==> src/common/pwc_pkg.sv <==
// constants, types and register map of the power stage waveform controller
package pwc_pkg;
  // register byte offsets on the ahb-lite bus
  localparam logic [7:0] OFS_CTRL = 8'h00;
  localparam logic [7:0] OFS_SA = 8'h04;
  localparam logic [7:0] OFS_RA = 8'h08;
  localparam logic [7:0] OFS_SB = 8'h0c;
  localparam logic [7:0] OFS_RB = 8'h10;
  localparam logic [7:0] OFS_MATRIX = 8'h14;
  localparam logic [7:0] OFS_STATUS = 8'h18;
  localparam logic [7:0] OFS_IEN = 8'h1c;
  localparam logic [7:0] OFS_CAPT = 8'h20;
  localparam logic [7:0] OFS_COUNT = 8'h24;
  // control register fields
  localparam int CTL_RUN = 0;
  localparam int CTL_MODE = 1;
  localparam int CTL_PLL = 3;
  localparam int CTL_POL_A = 4;
  localparam int CTL_POL_B = 5;
  localparam int CTL_LOCK = 6;
  localparam int CTL_AUTO = 7;
  localparam int CTL_FLT0 = 8;
  localparam int CTL_FLT1 = 9;
  localparam int CTL_SEL3 = 10;
  localparam int CTL_SEL4 = 11;
  localparam int CTL_MTX = 12;
  localparam int CTL_SYEN = 13;
  localparam int CTL_W = 14;
  // status flag positions
  localparam int ST_OVF = 0;
  localparam int ST_FLT = 1;
  localparam int ST_CAP = 2;
  // field layout of the deassert compare of half b
  localparam int FRAC_LSB = 12;
  localparam int CMP_W = 12;
  localparam int FRAC_W = 4;
  // reset values
  localparam logic [CTL_W-1:0] CTRL_RST = 14'h0000;
  localparam logic [CMP_W-1:0] CMP_RST = 12'h000;
  localparam logic [3:0] MATRIX_RST = 4'h0;
  localparam logic [2:0] IEN_RST = 3'h0;
  // running modes, gray coded
  typedef enum logic [1:0] {
    MODE_FOUR = 2'b00,
    MODE_TWO = 2'b01,
    MODE_ONE = 2'b11,
    MODE_CENTRE = 2'b10
  } pwc_mode_e;
  // one full set of compare values
  typedef struct packed {
    logic [CMP_W-1:0] sa;
    logic [CMP_W-1:0] ra;
    logic [CMP_W-1:0] sb;
    logic [CMP_W-1:0] rb;
    logic [FRAC_W-1:0] frac;
  } pwc_cmp_s;
endpackage : pwc_pkg

==> src/verilog/pwc_top.sv <==
// power stage waveform controller with ahb-lite register slave
// What this block does
// - one counter counts up, or up and down when centre-aligned, between register limits per running mode
// - half a alone generates the first waveform output
// - half b alone generates the second output from its own compares
// - each of the two inputs has its own input module, and both act on the shared counter
// - two selectors let outputs three and four copy output a or b
// - a 2x2 matrix drives programmed levels per waveform sub-cycle
// - software selects active high or active low per half; outputs three and four follow the half they copy
// - half a uses 12-bit assert and deassert compares against the counter
// - half b uses 12-bit assert and deassert compares in bits 11:0
// - bits 15:12 of half b deassert hold the cycle length fraction
// - a retrigger copies the counter into a readable 12-bit capture value
// - one interrupt line combines overflow, fault and capture sources
// - pin input and comparator input each act as retrigger or fault
// - counting runs from the i/o clock or from the pll clock input
// - neighbour sync input restarts the cycle, sync output marks cycle end
// - halt request input stops counting, halt request output tells neighbours
// - an adc sync pulse marks each count at which the counter equals the half a deassert compare
// - emergency input forces every waveform output low in hardware
// - four running modes: four-ramp, two-ramp, one-ramp, centre-aligned
// - with both locks set, the automatic update hold wins
//
// The implementer's own choices: the register offsets and the AHB-Lite register port.
`timescale 1ns/100ps
`default_nettype none
module pwc_top (
  // clock and reset
  input wire logic I_MCLK,
  input wire logic I_SYS_RST,
  // ahb-lite slave
  input wire logic I_HSEL,
  input wire logic [31:0] I_HADDR,
  input wire logic [1:0] I_HTRANS,
  input wire logic I_HWRITE,
  input wire logic [2:0] I_HSIZE,
  input wire logic [31:0] I_HWDATA,
  input wire logic I_HREADY,
  output logic [31:0] O_HRDATA,
  output logic O_HREADYOUT,
  output logic O_HRESP,
  // asynchronous inputs
  input wire logic I_PLL_CLK,
  input wire logic I_RETRIGGER_FAULT_PIN,
  input wire logic I_COMPARATOR_IN,
  input wire logic I_EMERGENCY,
  input wire logic I_NEIGHBOUR_SYNC_IN,
  input wire logic I_HALT_REQUEST_IN,
  // waveform outputs
  output logic O_HALF_A_OUTPUT,
  output logic O_HALF_B_OUTPUT,
  output logic O_DUP_OUTPUT_THREE,
  output logic O_DUP_OUTPUT_FOUR,
  // system signals
  output logic O_WAVEFORM_IRQ,
  output logic O_ADC_SYNC_PULSE,
  output logic O_NEIGHBOUR_SYNC_OUT,
  output logic O_HALT_REQUEST_OUT
);
  logic [pwc_pkg::CTL_W-1:0] ctrl_q;
  pwc_pkg::pwc_cmp_s sh_q;
  pwc_pkg::pwc_cmp_s act_q;
  logic [3:0] mtx_q;
  logic [2:0] ien_q;
  logic [2:0] flag_q;
  logic [11:0] cap_q;
  logic [11:0] cnt_q;
  logic [1:0] ramp_q;
  logic up_q;
  logic [3:0] acc_q;
  logic stretch_q;
  logic rb_wr_q;
  logic wr_q;
  logic rd_q;
  logic [7:0] addr_q;
  // synchroniser stages: pll, two inputs, emergency, sync, halt
  logic [5:0] s1_q;
  logic [5:0] s2_q;
  logic [5:0] s3_q;
  logic tick;
  logic run_eff;
  logic restart;
  logic cyc_end;
  logic [1:0] last_ramp;
  logic [11:0] lim;
  logic lvl_a;
  logic lvl_b;
  logic sub_b;
  logic pa;
  logic pb;
  logic [2:0] flag_clr;
  logic [2:0] flag_set;
  logic [1:0] retrig;
  logic [1:0] fault_lvl;
  logic [1:0] fault_edge;
  logic do_update;
  logic [31:0] rd_mux;
  pwc_pkg::pwc_mode_e mode;

  assign mode = pwc_pkg::pwc_mode_e'(ctrl_q[pwc_pkg::CTL_MODE+:2]);

  // two flip-flops before any logic, third stage only for edge detection
  always_ff @(posedge I_MCLK) begin
    if (I_SYS_RST) begin
      s1_q <= 6'h00;
      s2_q <= 6'h00;
      s3_q <= 6'h00;
    end else begin
      s1_q <= {I_HALT_REQUEST_IN, I_NEIGHBOUR_SYNC_IN, I_EMERGENCY,
               I_COMPARATOR_IN, I_RETRIGGER_FAULT_PIN, I_PLL_CLK};
      s2_q <= s1_q;
      s3_q <= s2_q;
    end
  end

  // counting tick from i/o clock or pll clock rising edges
  assign tick = ctrl_q[pwc_pkg::CTL_PLL] ? (s2_q[0] & ~s3_q[0]) : 1'b1;

  // per-input modules: pin is input 0, comparator is input 1, both act on the shared counter
  genvar gi;
  generate
    for (gi = 0; gi < 2; gi++) begin : g_in
      logic fen;
      assign fen = ctrl_q[pwc_pkg::CTL_FLT0+gi];
      assign retrig[gi] = s2_q[gi+1] & ~s3_q[gi+1] & ~fen;
      assign fault_lvl[gi] = s2_q[gi+1] & fen;
      assign fault_edge[gi] = s2_q[gi+1] & ~s3_q[gi+1] & fen;
    end
  endgenerate

  // halt from a neighbour or an active fault stops the counter
  assign run_eff = ctrl_q[pwc_pkg::CTL_RUN] & ~s2_q[5] & ~(|fault_lvl);
  assign restart = ctrl_q[pwc_pkg::CTL_RUN] & ((|retrig) |
                   (ctrl_q[pwc_pkg::CTL_SYEN] & s2_q[4] & ~s3_q[4]));

  // ramp limits per mode, fraction stretches the last ramp by one count
  always_comb begin
    last_ramp = 2'd0;
    lim = act_q.rb;
    unique case (mode)
      pwc_pkg::MODE_FOUR: begin
        last_ramp = 2'd3;
        unique case (ramp_q)
          2'd0: lim = act_q.sa + 12'd1;
          2'd1: lim = act_q.ra;
          2'd2: lim = act_q.sb + 12'd1;
          2'd3: lim = act_q.rb;
        endcase
      end
      pwc_pkg::MODE_TWO: begin
        last_ramp = 2'd1;
        lim = ramp_q[0] ? act_q.rb : act_q.ra;
      end
      pwc_pkg::MODE_ONE: begin
        last_ramp = 2'd0;
        lim = act_q.rb;
      end
      pwc_pkg::MODE_CENTRE: begin
        last_ramp = 2'd0;
        lim = act_q.rb;
      end
    endcase
    if (ramp_q == last_ramp && stretch_q) begin
      lim = lim + 12'd1;
    end
  end

  assign cyc_end = run_eff & tick & ((mode == pwc_pkg::MODE_CENTRE) ?
                   (~up_q & cnt_q == 12'd0) : (cnt_q >= lim & ramp_q == last_ramp));

  // the waveform counter
  always_ff @(posedge I_MCLK) begin
    if (I_SYS_RST) begin
      cnt_q <= 12'h000;
      ramp_q <= 2'd0;
      up_q <= 1'b1;
    end else if (restart) begin
      cnt_q <= 12'h000;
      ramp_q <= 2'd0;
      up_q <= 1'b1;
    end else if (run_eff && tick) begin
      if (mode == pwc_pkg::MODE_CENTRE) begin
        if (up_q) begin
          if (cnt_q >= lim) begin
            up_q <= 1'b0;
          end else begin
            cnt_q <= cnt_q + 12'd1;
          end
        end else if (cnt_q == 12'd0) begin
          up_q <= 1'b1;
        end else begin
          cnt_q <= cnt_q - 12'd1;
        end
      end else if (cnt_q >= lim) begin
        cnt_q <= 12'h000;
        ramp_q <= (ramp_q == last_ramp) ? 2'd0 : ramp_q + 2'd1;
      end else begin
        cnt_q <= cnt_q + 12'd1;
      end
    end
  end

  // fraction accumulator spreads stretched cycles evenly over 16
  always_ff @(posedge I_MCLK) begin
    if (I_SYS_RST) begin
      acc_q <= 4'h0;
      stretch_q <= 1'b0;
    end else if (cyc_end) begin
      {stretch_q, acc_q} <= {1'b0, acc_q} + {1'b0, act_q.frac};
    end
  end

  // compare values reach the counter at cycle end, or at once while run is clear
  always_comb begin
    if (ctrl_q[pwc_pkg::CTL_AUTO]) begin
      do_update = cyc_end & rb_wr_q;
    end else begin
      do_update = cyc_end & ~ctrl_q[pwc_pkg::CTL_LOCK];
    end
  end

  always_ff @(posedge I_MCLK) begin
    if (I_SYS_RST) begin
      act_q <= '0;
    end else if (!ctrl_q[pwc_pkg::CTL_RUN] || do_update) begin
      act_q <= sh_q;
    end
  end

  // levels of both halves and the current sub-cycle
  always_comb begin
    lvl_a = 1'b0;
    lvl_b = 1'b0;
    sub_b = 1'b0;
    unique case (mode)
      pwc_pkg::MODE_FOUR: begin
        lvl_a = (ramp_q == 2'd1);
        lvl_b = (ramp_q == 2'd3);
        sub_b = ramp_q[1];
      end
      pwc_pkg::MODE_TWO: begin
        lvl_a = ~ramp_q[0] & cnt_q >= act_q.sa & cnt_q < act_q.ra;
        lvl_b = ramp_q[0] & cnt_q >= act_q.sb & cnt_q < act_q.rb;
        sub_b = ramp_q[0];
      end
      pwc_pkg::MODE_ONE: begin
        lvl_a = cnt_q >= act_q.sa & cnt_q < act_q.ra;
        lvl_b = cnt_q >= act_q.sb & cnt_q < act_q.rb;
        sub_b = cnt_q >= act_q.ra;
      end
      pwc_pkg::MODE_CENTRE: begin
        lvl_a = cnt_q < act_q.sa;
        lvl_b = cnt_q >= act_q.sb;
        sub_b = ~up_q;
      end
    endcase
  end

  // pin levels; faults clear them before polarity, emergency drops them after it, matrix overrides levels
  always_comb begin
    if (ctrl_q[pwc_pkg::CTL_MTX]) begin
      pa = mtx_q[{sub_b, 1'b0}];
      pb = mtx_q[{sub_b, 1'b1}];
    end else begin
      pa = lvl_a;
      pb = lvl_b;
    end
    if (!run_eff) begin
      pa = 1'b0;
      pb = 1'b0;
    end
    pa = pa ^ ctrl_q[pwc_pkg::CTL_POL_A];
    pb = pb ^ ctrl_q[pwc_pkg::CTL_POL_B];
    // emergency applied last so polarity can never lift a pin
    if (s2_q[3]) begin
      pa = 1'b0;
      pb = 1'b0;
    end
  end

  // output pins straight from flops
  always_ff @(posedge I_MCLK) begin
    if (I_SYS_RST) begin
      O_HALF_A_OUTPUT <= 1'b0;
      O_HALF_B_OUTPUT <= 1'b0;
      O_DUP_OUTPUT_THREE <= 1'b0;
      O_DUP_OUTPUT_FOUR <= 1'b0;
    end else begin
      O_HALF_A_OUTPUT <= pa;
      O_HALF_B_OUTPUT <= pb;
      O_DUP_OUTPUT_THREE <= ctrl_q[pwc_pkg::CTL_SEL3] ? pb : pa;
      O_DUP_OUTPUT_FOUR <= ctrl_q[pwc_pkg::CTL_SEL4] ? pb : pa;
    end
  end

  // cycle markers for adc and neighbours, halt request to neighbours
  always_ff @(posedge I_MCLK) begin
    if (I_SYS_RST) begin
      O_ADC_SYNC_PULSE <= 1'b0;
      O_NEIGHBOUR_SYNC_OUT <= 1'b0;
      O_HALT_REQUEST_OUT <= 1'b0;
    end else begin
      O_ADC_SYNC_PULSE <= run_eff & tick & cnt_q == act_q.ra;
      O_NEIGHBOUR_SYNC_OUT <= cyc_end;
      O_HALT_REQUEST_OUT <= |fault_lvl | s2_q[3];
    end
  end

  // capture on retrigger
  always_ff @(posedge I_MCLK) begin
    if (I_SYS_RST) begin
      cap_q <= 12'h000;
    end else if (|retrig) begin
      cap_q <= cnt_q;
    end
  end

  // ahb-lite address phase; every read adds one wait state
  always_ff @(posedge I_MCLK) begin
    if (I_SYS_RST) begin
      wr_q <= 1'b0;
      rd_q <= 1'b0;
      addr_q <= 8'h00;
      O_HREADYOUT <= 1'b1;
      O_HRESP <= 1'b0;
    end else begin
      O_HRESP <= 1'b0;
      rd_q <= 1'b0;
      O_HREADYOUT <= 1'b1;
      if (I_HREADY) begin
        wr_q <= I_HSEL & I_HTRANS[1] & I_HWRITE;
        rd_q <= I_HSEL & I_HTRANS[1] & ~I_HWRITE;
        O_HREADYOUT <= ~(I_HSEL & I_HTRANS[1] & ~I_HWRITE);
        addr_q <= I_HADDR[7:0];
      end else begin
        wr_q <= 1'b0;
      end
    end
  end

  // read mux, data taken in the wait cycle so it sees earlier writes
  always_comb begin
    rd_mux = 32'h0000_0000;
    unique case (addr_q)
      pwc_pkg::OFS_CTRL: rd_mux[pwc_pkg::CTL_W-1:0] = ctrl_q;
      pwc_pkg::OFS_SA: rd_mux[11:0] = sh_q.sa;
      pwc_pkg::OFS_RA: rd_mux[11:0] = sh_q.ra;
      pwc_pkg::OFS_SB: rd_mux[11:0] = sh_q.sb;
      pwc_pkg::OFS_RB: rd_mux[15:0] = {sh_q.frac, sh_q.rb};
      pwc_pkg::OFS_MATRIX: rd_mux[3:0] = mtx_q;
      pwc_pkg::OFS_STATUS: rd_mux[2:0] = flag_q;
      pwc_pkg::OFS_IEN: rd_mux[2:0] = ien_q;
      pwc_pkg::OFS_CAPT: rd_mux[11:0] = cap_q;
      pwc_pkg::OFS_COUNT: rd_mux[15:0] = {2'b00, ~up_q, run_eff, cnt_q};
      default: rd_mux = 32'h0000_0000;
    endcase
  end

  always_ff @(posedge I_MCLK) begin
    if (I_SYS_RST) begin
      O_HRDATA <= 32'h0000_0000;
    end else if (rd_q) begin
      O_HRDATA <= rd_mux;
    end
  end

  // register writes in the data phase
  always_ff @(posedge I_MCLK) begin
    if (I_SYS_RST) begin
      ctrl_q <= pwc_pkg::CTRL_RST;
      sh_q <= '0;
      mtx_q <= pwc_pkg::MATRIX_RST;
      ien_q <= pwc_pkg::IEN_RST;
    end else if (wr_q) begin
      unique case (addr_q)
        pwc_pkg::OFS_CTRL: ctrl_q <= I_HWDATA[pwc_pkg::CTL_W-1:0];
        pwc_pkg::OFS_SA: sh_q.sa <= I_HWDATA[11:0];
        pwc_pkg::OFS_RA: sh_q.ra <= I_HWDATA[11:0];
        pwc_pkg::OFS_SB: sh_q.sb <= I_HWDATA[11:0];
        pwc_pkg::OFS_RB: begin
          sh_q.rb <= I_HWDATA[11:0];
          sh_q.frac <= I_HWDATA[pwc_pkg::FRAC_LSB+:pwc_pkg::FRAC_W];
        end
        pwc_pkg::OFS_MATRIX: mtx_q <= I_HWDATA[3:0];
        pwc_pkg::OFS_IEN: ien_q <= I_HWDATA[2:0];
        default: ;
      endcase
    end
  end

  // automatic hold waits for the half b deassert compare to be written last
  always_ff @(posedge I_MCLK) begin
    if (I_SYS_RST) begin
      rb_wr_q <= 1'b0;
    end else if (wr_q && addr_q == pwc_pkg::OFS_RB) begin
      rb_wr_q <= 1'b1;
    end else if (do_update || (wr_q && addr_q != pwc_pkg::OFS_STATUS)) begin
      rb_wr_q <= 1'b0;
    end
  end

  // sticky flags, write one to clear; a new event beats the clear
  always_comb begin
    flag_clr = 3'h0;
    if (wr_q && addr_q == pwc_pkg::OFS_STATUS) begin
      flag_clr = I_HWDATA[2:0];
    end
    flag_set = 3'h0;
    flag_set[pwc_pkg::ST_OVF] = cyc_end;
    flag_set[pwc_pkg::ST_FLT] = |fault_edge;
    flag_set[pwc_pkg::ST_CAP] = |retrig;
  end

  always_ff @(posedge I_MCLK) begin
    if (I_SYS_RST) begin
      flag_q <= 3'h0;
    end else begin
      flag_q <= (flag_q & ~flag_clr) | flag_set;
    end
  end

  always_ff @(posedge I_MCLK) begin
    if (I_SYS_RST) begin
      O_WAVEFORM_IRQ <= 1'b0;
    end else begin
      O_WAVEFORM_IRQ <= |(flag_q & ien_q);
    end
  end

  // checks
  property p_wrap;
    @(posedge I_MCLK) disable iff (I_SYS_RST)
      cyc_end && !restart && mode != pwc_pkg::MODE_CENTRE |=> cnt_q == 12'h000;
  endproperty
  a_wrap: assert property (p_wrap) else $error("counter did not wrap");

  property p_emerg;
    @(posedge I_MCLK) disable iff (I_SYS_RST)
      s2_q[3] |=> !O_HALF_A_OUTPUT && !O_HALF_B_OUTPUT && !O_DUP_OUTPUT_THREE;
  endproperty
  a_emerg: assert property (p_emerg) else $error("emergency left output high");

  property p_cap;
    @(posedge I_MCLK) disable iff (I_SYS_RST)
      |retrig |=> cap_q == $past(cnt_q) && flag_q[pwc_pkg::ST_CAP];
  endproperty
  a_cap: assert property (p_cap) else $error("capture missed");

  property p_irq;
    @(posedge I_MCLK) disable iff (I_SYS_RST)
      |(flag_q & ien_q) |=> O_WAVEFORM_IRQ;
  endproperty
  a_irq: assert property (p_irq) else $error("interrupt not raised");

  property p_auto;
    @(posedge I_MCLK) disable iff (I_SYS_RST)
      ctrl_q[pwc_pkg::CTL_AUTO] && ctrl_q[pwc_pkg::CTL_LOCK] && ctrl_q[pwc_pkg::CTL_RUN]
      && cyc_end && rb_wr_q |=> act_q == $past(sh_q);
  endproperty
  a_auto: assert property (p_auto) else $error("automatic hold ignored");

  property p_dup;
    @(posedge I_MCLK) disable iff (I_SYS_RST)
      $stable(ctrl_q) |=> O_DUP_OUTPUT_FOUR ==
      ($past(ctrl_q[pwc_pkg::CTL_SEL4]) ? O_HALF_B_OUTPUT : O_HALF_A_OUTPUT);
  endproperty
  a_dup: assert property (p_dup) else $error("output four mismatch");

  property p_rst;
    @(posedge I_MCLK) I_SYS_RST |=> cnt_q == 12'h000 && !O_HALF_A_OUTPUT;
  endproperty
  a_rst: assert property (p_rst) else $error("reset state wrong");

  property p_sync;
    @(posedge I_MCLK) disable iff (I_SYS_RST)
      cyc_end |=> O_NEIGHBOUR_SYNC_OUT ##1 !O_NEIGHBOUR_SYNC_OUT || $past(cyc_end, 1);
  endproperty
  a_sync: assert property (p_sync) else $error("sync out missing");

  property p_halt;
    @(posedge I_MCLK) disable iff (I_SYS_RST)
      s2_q[5] && !restart |=> $stable(cnt_q);
  endproperty
  a_halt: assert property (p_halt) else $error("counter ran while halted");
endmodule : pwc_top
`default_nettype wire
==> config.mk <==
export PLATFORM = sky130hd
export DESIGN_NAME = pwc_top
export DESIGN_NICKNAME = d
export VERILOG_FILES = /design/src/common/pwc_pkg.sv /design/src/verilog/pwc_top.sv
export SDC_FILE = /design/constraint.sdc
export NUM_CORES = 1
export LEC_CHECK = 0
export BUFFER_PORTS_ARGS = -buffer_cell sky130_fd_sc_hd__buf_2
export CAP_MARGIN = 15
export CORE_MARGIN = 4
export CORE_UTILIZATION = 65
export DETAILED_ROUTE_END_ITERATION = 8
export PLACE_DENSITY = 0.9
export RECOVER_POWER = 50
export REMOVE_ABC_BUFFERS = 1
export SETUP_SLACK_MARGIN = 0.05
export SYNTH_ARGS = -nofsm -noshare
export SYNTH_HDL_FRONTEND = slang
export SYNTH_SLANG_ARGS = --single-unit
==> constraint.sdc <==
create_clock -name I_MCLK -period 10.6 [get_ports I_MCLK]
set_input_delay 2.12 -clock I_MCLK [delete_from_list [all_inputs] [get_ports I_MCLK]]
set_output_delay 2.12 -clock I_MCLK [all_outputs]
set_load 0.02 [all_outputs]
## Word-level counts from Yosys, hierarchy flattened

Cells that the tools add are included.

- Add/sub/neg operators: 7
- Order comparisons: 9
- Eq/ne operators: 20
- Mux-type cells: 40
- Bitwise logic cells: 53
- Reductions and logical operators: 30

Operators by type and width:

| kind | number |
|---|---|
| 12-bit 2-to-1 mux | 7 |
| 8-bit case mux with 7 select lines | 1 |
| 12-bit by 1-bit adder with 12-bit output (second input constant) | 4 |
| 12-bit >= comparator | 4 |
| 12-bit case mux with 4 select lines | 1 |
| 12-bit less-than comparator | 3 |
| 12-bit case mux with 3 select lines | 1 |
| 8-bit by 5-bit equality test with 1-bit output (second input constant) | 4 |
| 1-bit bitwise AND | 30 |
| 3-bit case mux with 10 select lines | 1 |
| 1-bit 2-to-1 mux | 20 |
| 8-bit by 4-bit equality test with 1-bit output (second input constant) | 2 |
| 8-bit by 6-bit equality test with 1-bit output (second input constant) | 2 |
| 2-bit AND reduction | 8 |
| 1-bit NOT | 15 |
| 12-bit equality test | 1 |
| 12-bit logical NOT | 1 |
| 1-bit case mux with 4 select lines | 3 |
| 2-bit case mux with 3 select lines | 2 |
| 2-bit OR reduction | 6 |
| 12-bit by 1-bit subtractor with 12-bit output (second input constant) | 1 |
| 2-bit equality test (second input constant) | 4 |
| 8-bit by 3-bit equality test with 1-bit output (second input constant) | 1 |
| 8-bit logical NOT | 1 |
| other kinds (22) | 36 |

- Register bits after elaboration: 213
- Input bits: 80
- Output and inout port bits: 42
- Word-level logic and storage cells: 196

## Depth between registers and ports, before layout

Gate-level depths: netlist of the first run.

- Depth in word-level cells: 15
- Mapped depth: 26
- Gate-level depth less buffers: 22

## Worst setup path before layout of the first run

No wires, ideal clock.

- Path kind: flip-flop to flip-flop
- Start: register ramp_q[0]
- End: register acc_q[2]
- Setup time: 0.121 ns
- Data arrival time: 5.503 ns
- Data required time: 10.479 ns
- Setup slack: 4.976 ns
- Cell stages (with the launch flop): 23
- Path buffers: 3
- Clock period less this slack: 5.624 ns
- Cell sequence: dfxtp_1 inv_1 buf_1 ha_1 buf_4 mux2i_1 inv_1 ha_1 xor2_2 nand2_1 a222oi_1 nand4_1 or3_4 and4bb_1 xor2_1 ha_1 a2111o_1 nor2b_1 o21ai_0 nand3_1 clkbuf_1 o21a_1 mux2_2

- Longest elaborated chain between the ends: 9
- Elaborated cells between the ends (all ways): 15
- Classes of those cells: add/sub (1); order compare (1); eq/ne (4); mux (5); bitwise (2); reduce/logical (2)

Ends and longest elaborated chain:

| element | RTL line | RTL |
|---|---|---|
| start: declaration | pwc_top.sv:68 | `logic [1:0] ramp_q;` |
| start signal: assignment | pwc_top.sv:196 | `ramp_q <= (ramp_q == last_ramp) ? 2'd0 : ramp_q + 2'd1;` |
| 2-bit equality test (tied with other cells) | pwc_top.sv:143 | `unique case (ramp_q)` |
| 12-bit case mux with 4 select lines | pwc_top.sv:143 |  |
| 12-bit case mux with 3 select lines | pwc_top.sv:140 | `unique case (mode)` |
| 12-bit by 1-bit adder with 12-bit output | pwc_top.sv:164 | `lim = lim + 12'd1;` |
| 12-bit 2-to-1 mux | pwc_top.sv:163 | `if (ramp_q == last_ramp && stretch_q) begin` |
| 12-bit >= comparator | pwc_top.sv:169 | `(~up_q & cnt_q == 12'd0) : (cnt_q >= lim & ramp_q == last_ramp));` |
| 1-bit bitwise AND * | pwc_top.sv:169 |  |
| 1-bit 2-to-1 mux * | pwc_top.sv:168 | `assign cyc_end = run_eff & tick & ((mode == pwc_pkg::MODE_CENTRE) ?` |
| 1-bit bitwise AND * | pwc_top.sv:168 |  |
| end signal: assignment | pwc_top.sv:209 | `{stretch_q, acc_q} <= {1'b0, acc_q} + {1'b0, act_q.frac};` |
| end: declaration | pwc_top.sv:70 | `logic [3:0] acc_q;` |

Every way passes the cells marked *; elsewhere a longest branch is shown, timed or not.
A chain may end at the register's enable or synchronous reset.

## Worst setup path in the final report of the first run

- Start: register ramp_q[0]
- End: register act_q[45] (netlist bit)

- Longest elaborated chain between the ends: 12
- Elaborated cells between the ends (all ways): 19
- Classes of those cells: add/sub (1); order compare (1); eq/ne (4); mux (6); bitwise (4); reduce/logical (3)

Ends and longest elaborated chain:

| element | RTL line | RTL |
|---|---|---|
| 2-bit equality test (tied with other cells) | pwc_top.sv:143 |  |
| 12-bit case mux with 4 select lines | pwc_top.sv:143 |  |
| 12-bit case mux with 3 select lines | pwc_top.sv:140 |  |
| 12-bit by 1-bit adder with 12-bit output | pwc_top.sv:164 |  |
| 12-bit 2-to-1 mux | pwc_top.sv:163 |  |
| 12-bit >= comparator | pwc_top.sv:169 |  |
| 1-bit bitwise AND * | pwc_top.sv:169 |  |
| 1-bit 2-to-1 mux * | pwc_top.sv:168 |  |
| 1-bit bitwise AND * | pwc_top.sv:168 |  |
| 1-bit bitwise AND (on tied branches) | pwc_top.sv:218, pwc_top.sv:216 |  |
| 1-bit 2-to-1 mux * | pwc_top.sv:215 | `if (ctrl_q[pwc_pkg::CTL_AUTO]) begin` |
| 1-bit logical OR * | pwc_top.sv:225 | `end else if (!ctrl_q[pwc_pkg::CTL_RUN] \|\| do_update) begin` |
| end signal: assignment | pwc_top.sv:226 | `act_q <= sh_q;` |
| end: declaration | pwc_top.sv:62 | `pwc_pkg::pwc_cmp_s act_q;` |

Marks and branches as above.

==> run summary, run 1 <==
outcome: finished with violations
failing checks: capacitance limit, slew limit
ys flop type: dfxtp_1
peak supply drop: 0.1688 mV
synth top area cells: dfxtp_1, mux2i_1, ha_1
WS Path Type: flop to flop
IO Port Bufs: 60
fin crit period: 7.386 ns
final setup vio count: 0
CP Launch Type: flop
CTS Buffer Depth: 3
Post-DP HPWL: 23880 µm
die height: 145.6 µm
TritonCTS buffer count: 23
Post-synth EDFFs: 0
CTS H-tree lvls: 1
Post-Synthesis Cell Area: 12310 µm²
Simple-Gate Fraction of Synth Area: 22.80%
antenna-violating nets left: 0
fmax: 135.4 MHz
Final GP Congestion: 0.9721
post-synthesis compound-gate area fraction: 15.63%
vias in the first global route: 11.14k
FF-to-FF setup slack: 3.21 ns
final number of hold-violating endpoints: 0
Syn Area/Cell: 8.261 µm²
Final Max Slew Viols: 122
reg2reg path depth: 20
Post-Route WL: 35520 µm
r2r startpoint: ramp_q[0]$_SDFFE_PP0P_
RSZ-0062 raised after global routing: no
crit path DAT: 7.81 ns
CP max-delay cell: ha_1
crit-path max cell delay: 0.89 ns
HP Class: flop to flop
Adder-Cell Fraction of Synth Area: 7.380%
count of cells resized by post-cts repair: 0
worst-path cell chain: inv_1 -> ha_1 -> mux2i_1 -> inv_1 -> ha_1 -> xor2_2 -> nand2_1 -> a222oi_1 -> nand4_1 -> or3_4 -> and4bb_1 -> xor2_1 -> ha_1 -> a2111o_1 -> nor2b_1 -> o21ai_0 -> nand3_1 -> o311a_2 -> buf_4 -> mux2i_1
Setup WS pre-CTS: 3.317 ns
slew of the pin with the lowest slew margin: 4.435 ns
Hold Startpoint: s1_q[5]$_SDFF_PP0_
total grt overflow: 0
Layout Nets: 1646
period utilization: 69.68%
Yosys cell types: 70
largest family of logic cells by synthesized area: simple AND/OR/NAND/NOR gates
drt first pass iters: 6
synth-to-layout area growth: 8.538%
CORE AREA: 18640 µm²
PwrDens: 131.6 nW/µm²
YS warnings: 0
DR vias: 11.43k
GRT Total Usage: 32.29%
worst flop-to-flop path endpoint: act_q[45]$_SDFFE_PP0P_
Levels on crit path: 20
first-pass GRT wire length: 56570 µm
Hold Crit Depth: 1
max cap viols: 1
Die ar.: 21200 µm²
Worst-Skew Late Latency: 0.52 ns
Slew HR: -195.7%
fill cell instance count of the final layout: 1286
root buffer cell: clkbuf_16
routed length per instance: 20.35 µm
post-synthesis async set-or-reset flop share: 0%
Buf/Inv on CP: 3
Leakage: 0.004856 µW
Setup TNS Final: 0 ns
CTS tree: built
initial drt markers: 1281
most common cell in the synthesized netlist: dfxtp_1
via/cell ratio: 6.551
Synth top cells by count: dfxtp_1, nand2_1, a21oi_1
critical path fanouts, max: 52
setup bufs post-CTS: 0
Req. time, crit path: 11.02 ns
layout cell share with drive strength beyond 1: 8.008%
Reg clk slew, reported paths: 0.06 ns
share of the synthesized area in the top cell type: 34.48%
final std cells w/o fill: 1745
hold buffers post-CTS: 0
Worst Slack Setup Final: 3.214 ns
CP most frequent cell: ha_1
multiplexer area fraction after synthesis: 11.92%
largest net degree at the start of global routing: 134
diode count: 0
largest area contributor in the netlist: dfxtp_1
Critical Path Sink Type: flop
residual DRC count: 0
CTS Sinks: 212
num rows: 50
initial antenna violation count: 0
hold endpoint: s2_q[5]$_SDFF_PP0_
CP top delay family: simple AND/OR/NAND/NOR gates
IO Pins: 122
Die X: 145.6 µm
cells after synthesis: 1490
worst clock skew: 0.02090 ns
Inst Count DP: 1701
register bit total from synthesis: 212
XOR/XNOR Fraction of Synth Area: 1.697%
sequential share of the synthesized area: 34.48%
initial core utilization: 66.03%
-- cell usage in the layout, fill, tap and decap left out, drive strengths merged, types with 38 or more instances in the layout --
cell      n
nand2b  113
a21oi   119
dfxtp   212
nand2   184
clkbuf   52
buf      43
mux2i   117
nor2    104
ha       71
o21ai    38
inv      73
-- metrics by stage --
stage	cell area [µm²]	util [%]	power (µW)	hold slack, ns
after floorplan	11890	-	866.4	0.4138
after global placement	12540	67.24	901.2	0.4166
after detailed placement	12550	67.30	903.1	0.4337
after CTS	13380	71.75	1754	0.4479
after global routing	13360	71.66	1799	0.4593
final	13360	71.66	1758	0.4474
-- worst max-delay path by stage --
stage	startpoint	to
after floorplan	ramp_q[0]$_SDFFE_PP0P_	act_q[0]$_SDFFE_PP0P_
after global placement	ramp_q[0]$_SDFFE_PP0P_	act_q[51]$_SDFFE_PP0P_
after detailed placement	ramp_q[0]$_SDFFE_PP0P_	act_q[27]$_SDFFE_PP0P_
after CTS	ramp_q[0]$_SDFFE_PP0P_	act_q[45]$_SDFFE_PP0P_
after global routing	ramp_q[0]$_SDFFE_PP0P_	act_q[27]$_SDFFE_PP0P_
final	ramp_q[0]$_SDFFE_PP0P_	act_q[45]$_SDFFE_PP0P_
-- layout make-up --
class,count,area (µm²),area share [%]
timing repair buffer,69,346.6,2.594
tap,234,292.8,2.191
inverter,71,266.5,1.995
multi-input combinational,1117,7381,55.24
clock inverter,16,212.7,1.592
clock buffer,26,616.8,4.617
sequential,212,4244,31.77
-- cells by family (layout without fill, tap and decap cells) --
group | after synthesis | count (layout)
compound gates | 301 | 301
xor+xnor | 23 | 23
fa+ha+maj | 72 | 72
buf+inv | 177 | 182
flops | 212 | 212
mux | 141 | 141
other cells | 1 | 17
simple gates | 563 | 563
-- sequential cells by signal, summed over array words and instances, names as in the netlist, 3 cells and up --
signal / flops
act_q: 52
sh_q: 52
O_HRDATA: 16
ctrl_q: 14
cap_q: 12
cnt_q: 12
addr_q: 8
s1_q: 6
s2_q: 6
acc_q: 4
mtx_q: 4
s3_q: 4
flag_q: 3
ien_q: 3
-- report_power, final --
part / leakage (µW) / switching, µW / internal, µW
sequential: 0.00171 / 4.80 / 802
combinational: 0.00274 / 55.0 / 27.6
clock: 0.000401 / 346 / 522
total: 0.00486 / 406 / 1350
-- routing by layer --
layer  global-route usage (%)  vias up  routed length (µm)  part of all wire [%]
met5                        0        -                   0                     0
met1                    40.12     5355               13610                    38
met2                    53.12      715               16370                    46
met3                    7.256      156                3904                    11
li1                         -     5206                   -                     -
met4                    15.95        0                1631                   4.6
-- worst register-to-register path, stage by stage (launching register included) --
cell,delay [ns]
dfxtp_1,0.38
inv_1,0.46
ha_1,0.89
mux2i_1,0.49
inv_1,0.09
ha_1,0.31
xor2_2,0.20
nand2_1,0.06
a222oi_1,0.51
nand4_1,0.22
or3_4,0.41
and4bb_1,0.29
xor2_1,0.16
ha_1,0.26
a2111o_1,0.45
nor2b_1,0.11
o21ai_0,0.20
nand3_1,0.48
o311a_2,0.25
buf_4,0.70
mux2i_1,0.36
Power figures use the tool's default switching activity.
==> run 2: changes to the inputs <==
--- a/config.mk
+++ b/config.mk
@@ -5,12 +5,13 @@
 export SDC_FILE = /design/constraint.sdc
 export NUM_CORES = 1
 export LEC_CHECK = 0
+export ABC_AREA = 1
 export BUFFER_PORTS_ARGS = -buffer_cell sky130_fd_sc_hd__buf_2
 export CAP_MARGIN = 15
 export CORE_MARGIN = 4
-export CORE_UTILIZATION = 65
+export CORE_UTILIZATION = 60
 export DETAILED_ROUTE_END_ITERATION = 8
-export PLACE_DENSITY = 0.9
+export PLACE_DENSITY = 0.84
 export RECOVER_POWER = 50
 export REMOVE_ABC_BUFFERS = 1
 export SETUP_SLACK_MARGIN = 0.05
==> constraint.sdc (replaced) <==
create_clock -name I_MCLK -period 6.9 [get_ports I_MCLK]
set_input_delay 1.38 -clock I_MCLK [delete_from_list [all_inputs] [get_ports I_MCLK]]
set_output_delay 1.38 -clock I_MCLK [all_outputs]
set_load 0.02 [all_outputs]
==> run summary, run 2 <==
CTS tree: built
TritonCTS buffer count: 22
initial antenna violation count: 0
sw frac: 23.58%
Req. time, crit path: 7.27 ns
Post-DP HPWL: 24750 µm
synth top area cells: dfxtp_1, nor2_1, o21ai_0
Post-Synthesis Cell Area: 11600 µm²
Int Power: 1894 µW
root buffer cell: clkbuf_16
most common cell in the synthesized netlist: nor2_1
Leakage: 0.005305 µW
Setup WS pre-CTS: 1.190 ns
CP Launch Type: primary input
antenna-violating nets left: 0
num rows: 50
largest area contributor in the netlist: dfxtp_1
total grt overflow: 0
slew of the pin with the lowest slew margin: 2.195 ns
Slew HR: -46.35%
critical path fanouts, max: 138
DR vias: 11.44k
fin crit period: 5.880 ns
Worst-Skew Late Latency: 0.51 ns
first-pass GRT wire length: 54350 µm
die height: 147.1 µm
clock share of power: 43.9%
register bit total from synthesis: 212
crit-path max cell delay: 1.46 ns
hold buffers post-CTS: 0
fmax: 170.1 MHz
Final GP Congestion: 0.9916
synth-to-layout area growth: 8.206%
initial drt markers: 1234
Final Max Slew Viols: 183
YS warnings: 0
Worst Slack Setup Final: 1.020 ns
CORE AREA: 18890 µm²
final number of hold-violating endpoints: 0
Layout Nets: 1852
Largest regs: act_q: 52 flops, sh_q: 52 flops, O_HRDATA: 16 flops
Die X: 147.1 µm
Reg clk slew, reported paths: 0.06 ns
WS Path Type: primary input to flop
FF-to-FF setup slack: 1.07 ns
Setup TNS Final: 0 ns
diode count: 0
Hold Startpoint: s1_q[0]$_SDFF_PP0_
drt first pass iters: 7
Post-synth EDFFs: 0
peak supply drop: 0.2147 mV
cells after synthesis: 1668
via/cell ratio: 5.804
Hold Crit Depth: 2
worst clock skew: 0.02017 ns
residual DRC count: 0
setup bufs post-CTS: 0
Placed Area: 11940 µm²
most frequent cells in the layout: nor2_1, nand2_1, dfxtp_1
max cap viols: 2
Critical Path Sink Type: flop
Synth top cells by count: nor2_1, nand2_1, dfxtp_1
CTS H-tree lvls: 1
GRT Total Usage: 30.88%
post-synthesis async set-or-reset flop share: 0%
failing checks: capacitance limit, slew limit
period utilization: 85.22%
reg2reg path depth: 29
worst flop-to-flop path endpoint: act_q[9]$_SDFFE_PP0P_
fill cell instance count of the final layout: 1657
Syn Area/Cell: 6.957 µm²
outcome: finished with violations
IO Pins: 122
Yosys cell types: 57
design area: 12560 µm²
Comb pwr share: 5.6%
Sequential Power Share: 50.5%
worst-path cell chain: buf_2 -> clkbuf_1 -> clkinvlp_2 -> clkbuf_2 -> o21ai_0 -> nor2_1
NetSw: 584.2 µW
initial core utilization: 61.42%
PwrDens: 197.3 nW/µm²
HP Class: flop to flop
CTS Sinks: 212
final setup vio count: 0
Post-Route WL: 34300 µm
Die ar.: 21630 µm²
most common cell after layout, fill and taps aside: nor2_1
layout cell share with drive strength beyond 1: 7.130%
sequential share of the synthesized area: 36.58%
crit path DAT: 6.25 ns
share of the synthesized area in the top cell type: 36.58%
vias in the first global route: 10.59k
IO Port Bufs: 60
r2r startpoint: ramp_q[0]$_SDFFE_PP0P_
CP max-delay cell: clkbuf_1
count of cells resized by post-cts repair: 0
RSZ-0062 raised after global routing: no
CTS Buffer Depth: 3
largest net degree at the start of global routing: 139
routed length per instance: 17.40 µm
ys flop type: dfxtp_1
hold endpoint: s2_q[0]$_SDFF_PP0_
==> run 2: changes by cell type in the layout (fill, tap and decap cells not counted), sizes merged, moves of 9 or more <==
cell,previous run,this run
inv,73,199
o21ai,38,220
nor2,104,309
mux2,22,0
nor2b,27,0
nand2b,113,0
nand2,184,275
nor3,21,12
nand3,26,63
a22oi,22,5
mux2i,117,1
and3,11,0
==> run 2: power groups by stage <==
stage                     clock [µW]  sequential, µW  combinational [µW]
after floorplan                    0            1270                83.6
after global placement             0            1280                 130
after detailed placement           0            1280                 133
after CTS                       1090            1250                 134
after global routing            1140            1250                 153
final                           1090            1250                 139
==> run 2: worst max-delay path by stage <==
stage	from	to	slack, ns	depth (start not counted)
detailed placement	ramp_q[0]$_SDFFE_PP0P_	act_q[9]$_SDFFE_PP0P_	1.19	29
global route	ramp_q[0]$_SDFFE_PP0P_	act_q[9]$_SDFFE_PP0P_	0.67	32
finish	I_SYS_RST	act_q[33]$_SDFFE_PP0P_	1.02	6
CTS	ramp_q[0]$_SDFFE_PP0P_	act_q[9]$_SDFFE_PP0P_	1.16	29
floorplan	ramp_q[0]$_SDFFE_PP0P_	act_q[20]$_SDFFE_PP0P_	2.06	30
global placement	ramp_q[0]$_SDFFE_PP0P_	act_q[9]$_SDFFE_PP0P_	1.38	29
==> run 2: layout make-up <==
cell class                      count  area, µm²  area share (%)
Clock inverter                      6      43.79          0.3488
Tap cell                          260      325.3           2.591
Clock buffer                       29      606.8           4.833
Multi-Input combinational cell   1187       6188           49.29
Timing Repair Buffer               73      360.3           2.870
Sequential cell                   212       4244           33.80
Inverter                          204      787.0           6.268
==> run 2: per-stage QoR <==
step           utilization [%]  hold slack (ns)  total power [µW]  std cells
2_1_floorplan                -           0.3883              1359       1603
3_3_place_gp             63.21           0.3895              1406       1936
3_5_place_dp             63.21           0.3938              1410       1936
4_1_cts                  66.66           0.4019              2479       1971
5_1_grt                  66.46           0.4324              2550       1971
6_report                 66.46           0.4019              2478       1971
==> run 2: cell families after synthesis <==
kind of cell	Yosys count	share of synthesized area (%)
buffers and inverters	285	10.61
AND/OR/NAND/NOR	680	24.67
adder cells (fa/ha/maj)	72	7.828
AO/OA/AOI/OAI	400	18.91
flip-flops	212	36.58
XOR/XNOR	17	1.283
other	1	0.03232
multiplexers	1	0.08627
==> run 2: worst max-delay path, delay by kind of cell <==
family	cells	cell delay, ns
simple gates	1	0.07
buf+inv	4	4.18
compound gates	1	0.52
==> run 2: routing by layer <==
metal / track usage [%] / vias to the layer above / part of all wire (%)
li1: - / 5483 / -
met4: 12.49 / 0 / 4.6
met3: 5.151 / 120 / 11
met2: 51.31 / 668 / 45
met5: 0 / - / 0
met1: 40.16 / 5168 / 40
==> run 3: changes to the inputs <==
--- a/config.mk
+++ b/config.mk
@@ -10,6 +10,8 @@
 export CAP_MARGIN = 15
 export CORE_MARGIN = 4
 export CORE_UTILIZATION = 60
+export CTS_BUF_LIST = sky130_fd_sc_hd__clkbuf_16
+export CTS_CLUSTER_SIZE = 10
 export DETAILED_ROUTE_END_ITERATION = 8
 export PLACE_DENSITY = 0.84
 export RECOVER_POWER = 50
==> run summary, run 3 (synthesized netlist as in run 2, its figures left out) <==
Layout Nets: 1855
Slew HR: -47.76%
diode count: 0
Post-DP HPWL: 24750 µm
reg2reg path depth: 29
first-pass GRT wire length: 54810 µm
most frequent cells in the layout: nor2_1, nand2_1, dfxtp_1
CP Launch Type: flop
CP top delay family: simple AND/OR/NAND/NOR gates
Final GP Congestion: 0.9916
worst clock skew: 0.02096 ns
final setup vio count: 0
Post-Route WL: 34580 µm
Worst-Skew Late Latency: 0.53 ns
synth-to-layout area growth: 8.303%
CTS tree: built
slew of the pin with the lowest slew margin: 2.216 ns
GRT Total Usage: 31.12%
CORE AREA: 18890 µm²
HP Class: flop to flop
layout cell share with drive strength beyond 1: 6.917%
WS Path Type: flop to flop
via/cell ratio: 5.817
CTS Sinks: 212
total grt overflow: 0
period utilization: 84.89%
Hold Crit Depth: 2
TritonCTS buffer count: 25
met2 GRT Util: 50.07%
Die X: 147.1 µm
largest net degree at the start of global routing: 139
max cap viols: 2
failing checks: capacitance limit, slew limit
busiest layer in global routing: met2
met3 usage: 5.676%
worst flop-to-flop path endpoint: act_q[9]$_SDFFE_PP0P_
outcome: finished with violations
crit path DAT: 6.30 ns
initial drt markers: 1314
peak supply drop: 0.1865 mV
final std cells w/o fill: 1966
FF-to-FF setup slack: 1.04 ns
Setup TNS Final: 0 ns
Die ar.: 21630 µm²
initial antenna violation count: 0
fin crit period: 5.858 ns
IO Pins: 122
CP most frequent cell: nand2_1
Critical Path Sink Type: flop
Buf/Inv on CP: 4
final number of hold-violating endpoints: 0
Hold Startpoint: s1_q[0]$_SDFF_PP0_
DR vias: 11.44k
Inst Count DP: 1936
Leakage: 0.005315 µW
drt first pass iters: 5
routed length per instance: 17.59 µm
residual DRC count: 0
Req. time, crit path: 7.34 ns
initial core utilization: 61.42%
antenna-violating nets left: 0
Final Max Slew Viols: 183
Levels on crit path: 29
CP startpoint: ramp_q[0]$_SDFFE_PP0P_
r2r startpoint: ramp_q[0]$_SDFFE_PP0P_
Reg clk slew, reported paths: 0.06 ns
vias in the first global route: 10.63k
fmax: 170.7 MHz
CTS Buffer Depth: 3
critical path fanouts, max: 52
IO Port Bufs: 60
hold buffers post-CTS: 0
Largest regs: act_q: 52 flops, sh_q: 52 flops, O_HRDATA: 16 flops
GR Util met1: 40.13%
hold endpoint: s2_q[0]$_SDFF_PP0_
RSZ-0062 raised after global routing: no
die height: 147.1 µm
PwrDens: 200.1 nW/µm²
setup bufs post-CTS: 0
CP max-delay cell: inv_2
root buffer cell: clkbuf_16
CTS H-tree lvls: 1
most common cell after layout, fill and taps aside: nor2_1
count of cells resized by post-cts repair: 0
crit-path max cell delay: 0.67 ns
num rows: 50
==> run 3: changes by cell type in the layout (fill, tap and decap cells not counted), sizes merged <==
cell	delta
inv	+2
clkinv	-2
clkinvlp	-1
clkbuf	-4
==> run 3: final cells by class <==
cell class	instances	area (µm²)
inverter	204	787.0
sequential	212	4244
clock inverter	5	36.28
timing repair buffer	73	360.3
clock buffer	25	625.6
tap	260	325.3
fill	1629	6326
multi-input combinational	1187	6188
==> run 3: worst max path at each step <==
stage | endpoint | slack, ns
after CTS | act_q[9]$_SDFFE_PP0P_ | 1.16
final | act_q[9]$_SDFFE_PP0P_ | 1.04
after floorplan | act_q[20]$_SDFFE_PP0P_ | 2.06
after global routing | act_q[9]$_SDFFE_PP0P_ | 0.63
after detailed placement | act_q[9]$_SDFFE_PP0P_ | 1.19
after global placement | act_q[9]$_SDFFE_PP0P_ | 1.38
==> run 3: power by group <==
| group | leakage (µW) | total, µW | internal [µW] | switching (µW) |
|---|---|---|---|---|
| combinational | 0.00327 | 138 | 37.9 | 100 |
| clock | 0.000330 | 1120 | 642 | 482 |
| sequential | 0.00171 | 1250 | 1240 | 10.6 |
| total | 0.00532 | 2510 | 1920 | 593 |
==> run 3: routing by layer <==
layer	vias to the layer above	share of wire (%)
met5	-	0
met4	0	5.7
met3	142	9.8
met2	624	44
met1	5193	40
li1	5478	-
==> run 3: worst register-to-register path: cells and delay by family, from the launching register on <==
kind / cells / cell delay (ns)
simple gates: 17 / 2.24
compound gates: 5 / 1.11
flops: 1 / 0.47
buf+inv: 4 / 1.17
fa+ha+maj: 3 / 0.77
==> run 3: metrics by stage <==
step / power, µW / setup slack (ns) / util [%] / cell area, µm² / hold WS [ns]
2_1_floorplan: 1359 / 2.055 / - / 11220 / 0.3883
3_3_place_gp: 1406 / 1.378 / 63.21 / 11940 / 0.3895
3_5_place_dp: 1410 / 1.190 / 63.21 / 11940 / 0.3938
4_1_cts: 2510 / 1.160 / 66.72 / 12600 / 0.4019
5_1_grt: 2584 / 0.6291 / 66.52 / 12570 / 0.4335
6_report: 2514 / 1.042 / 66.52 / 12570 / 0.4011
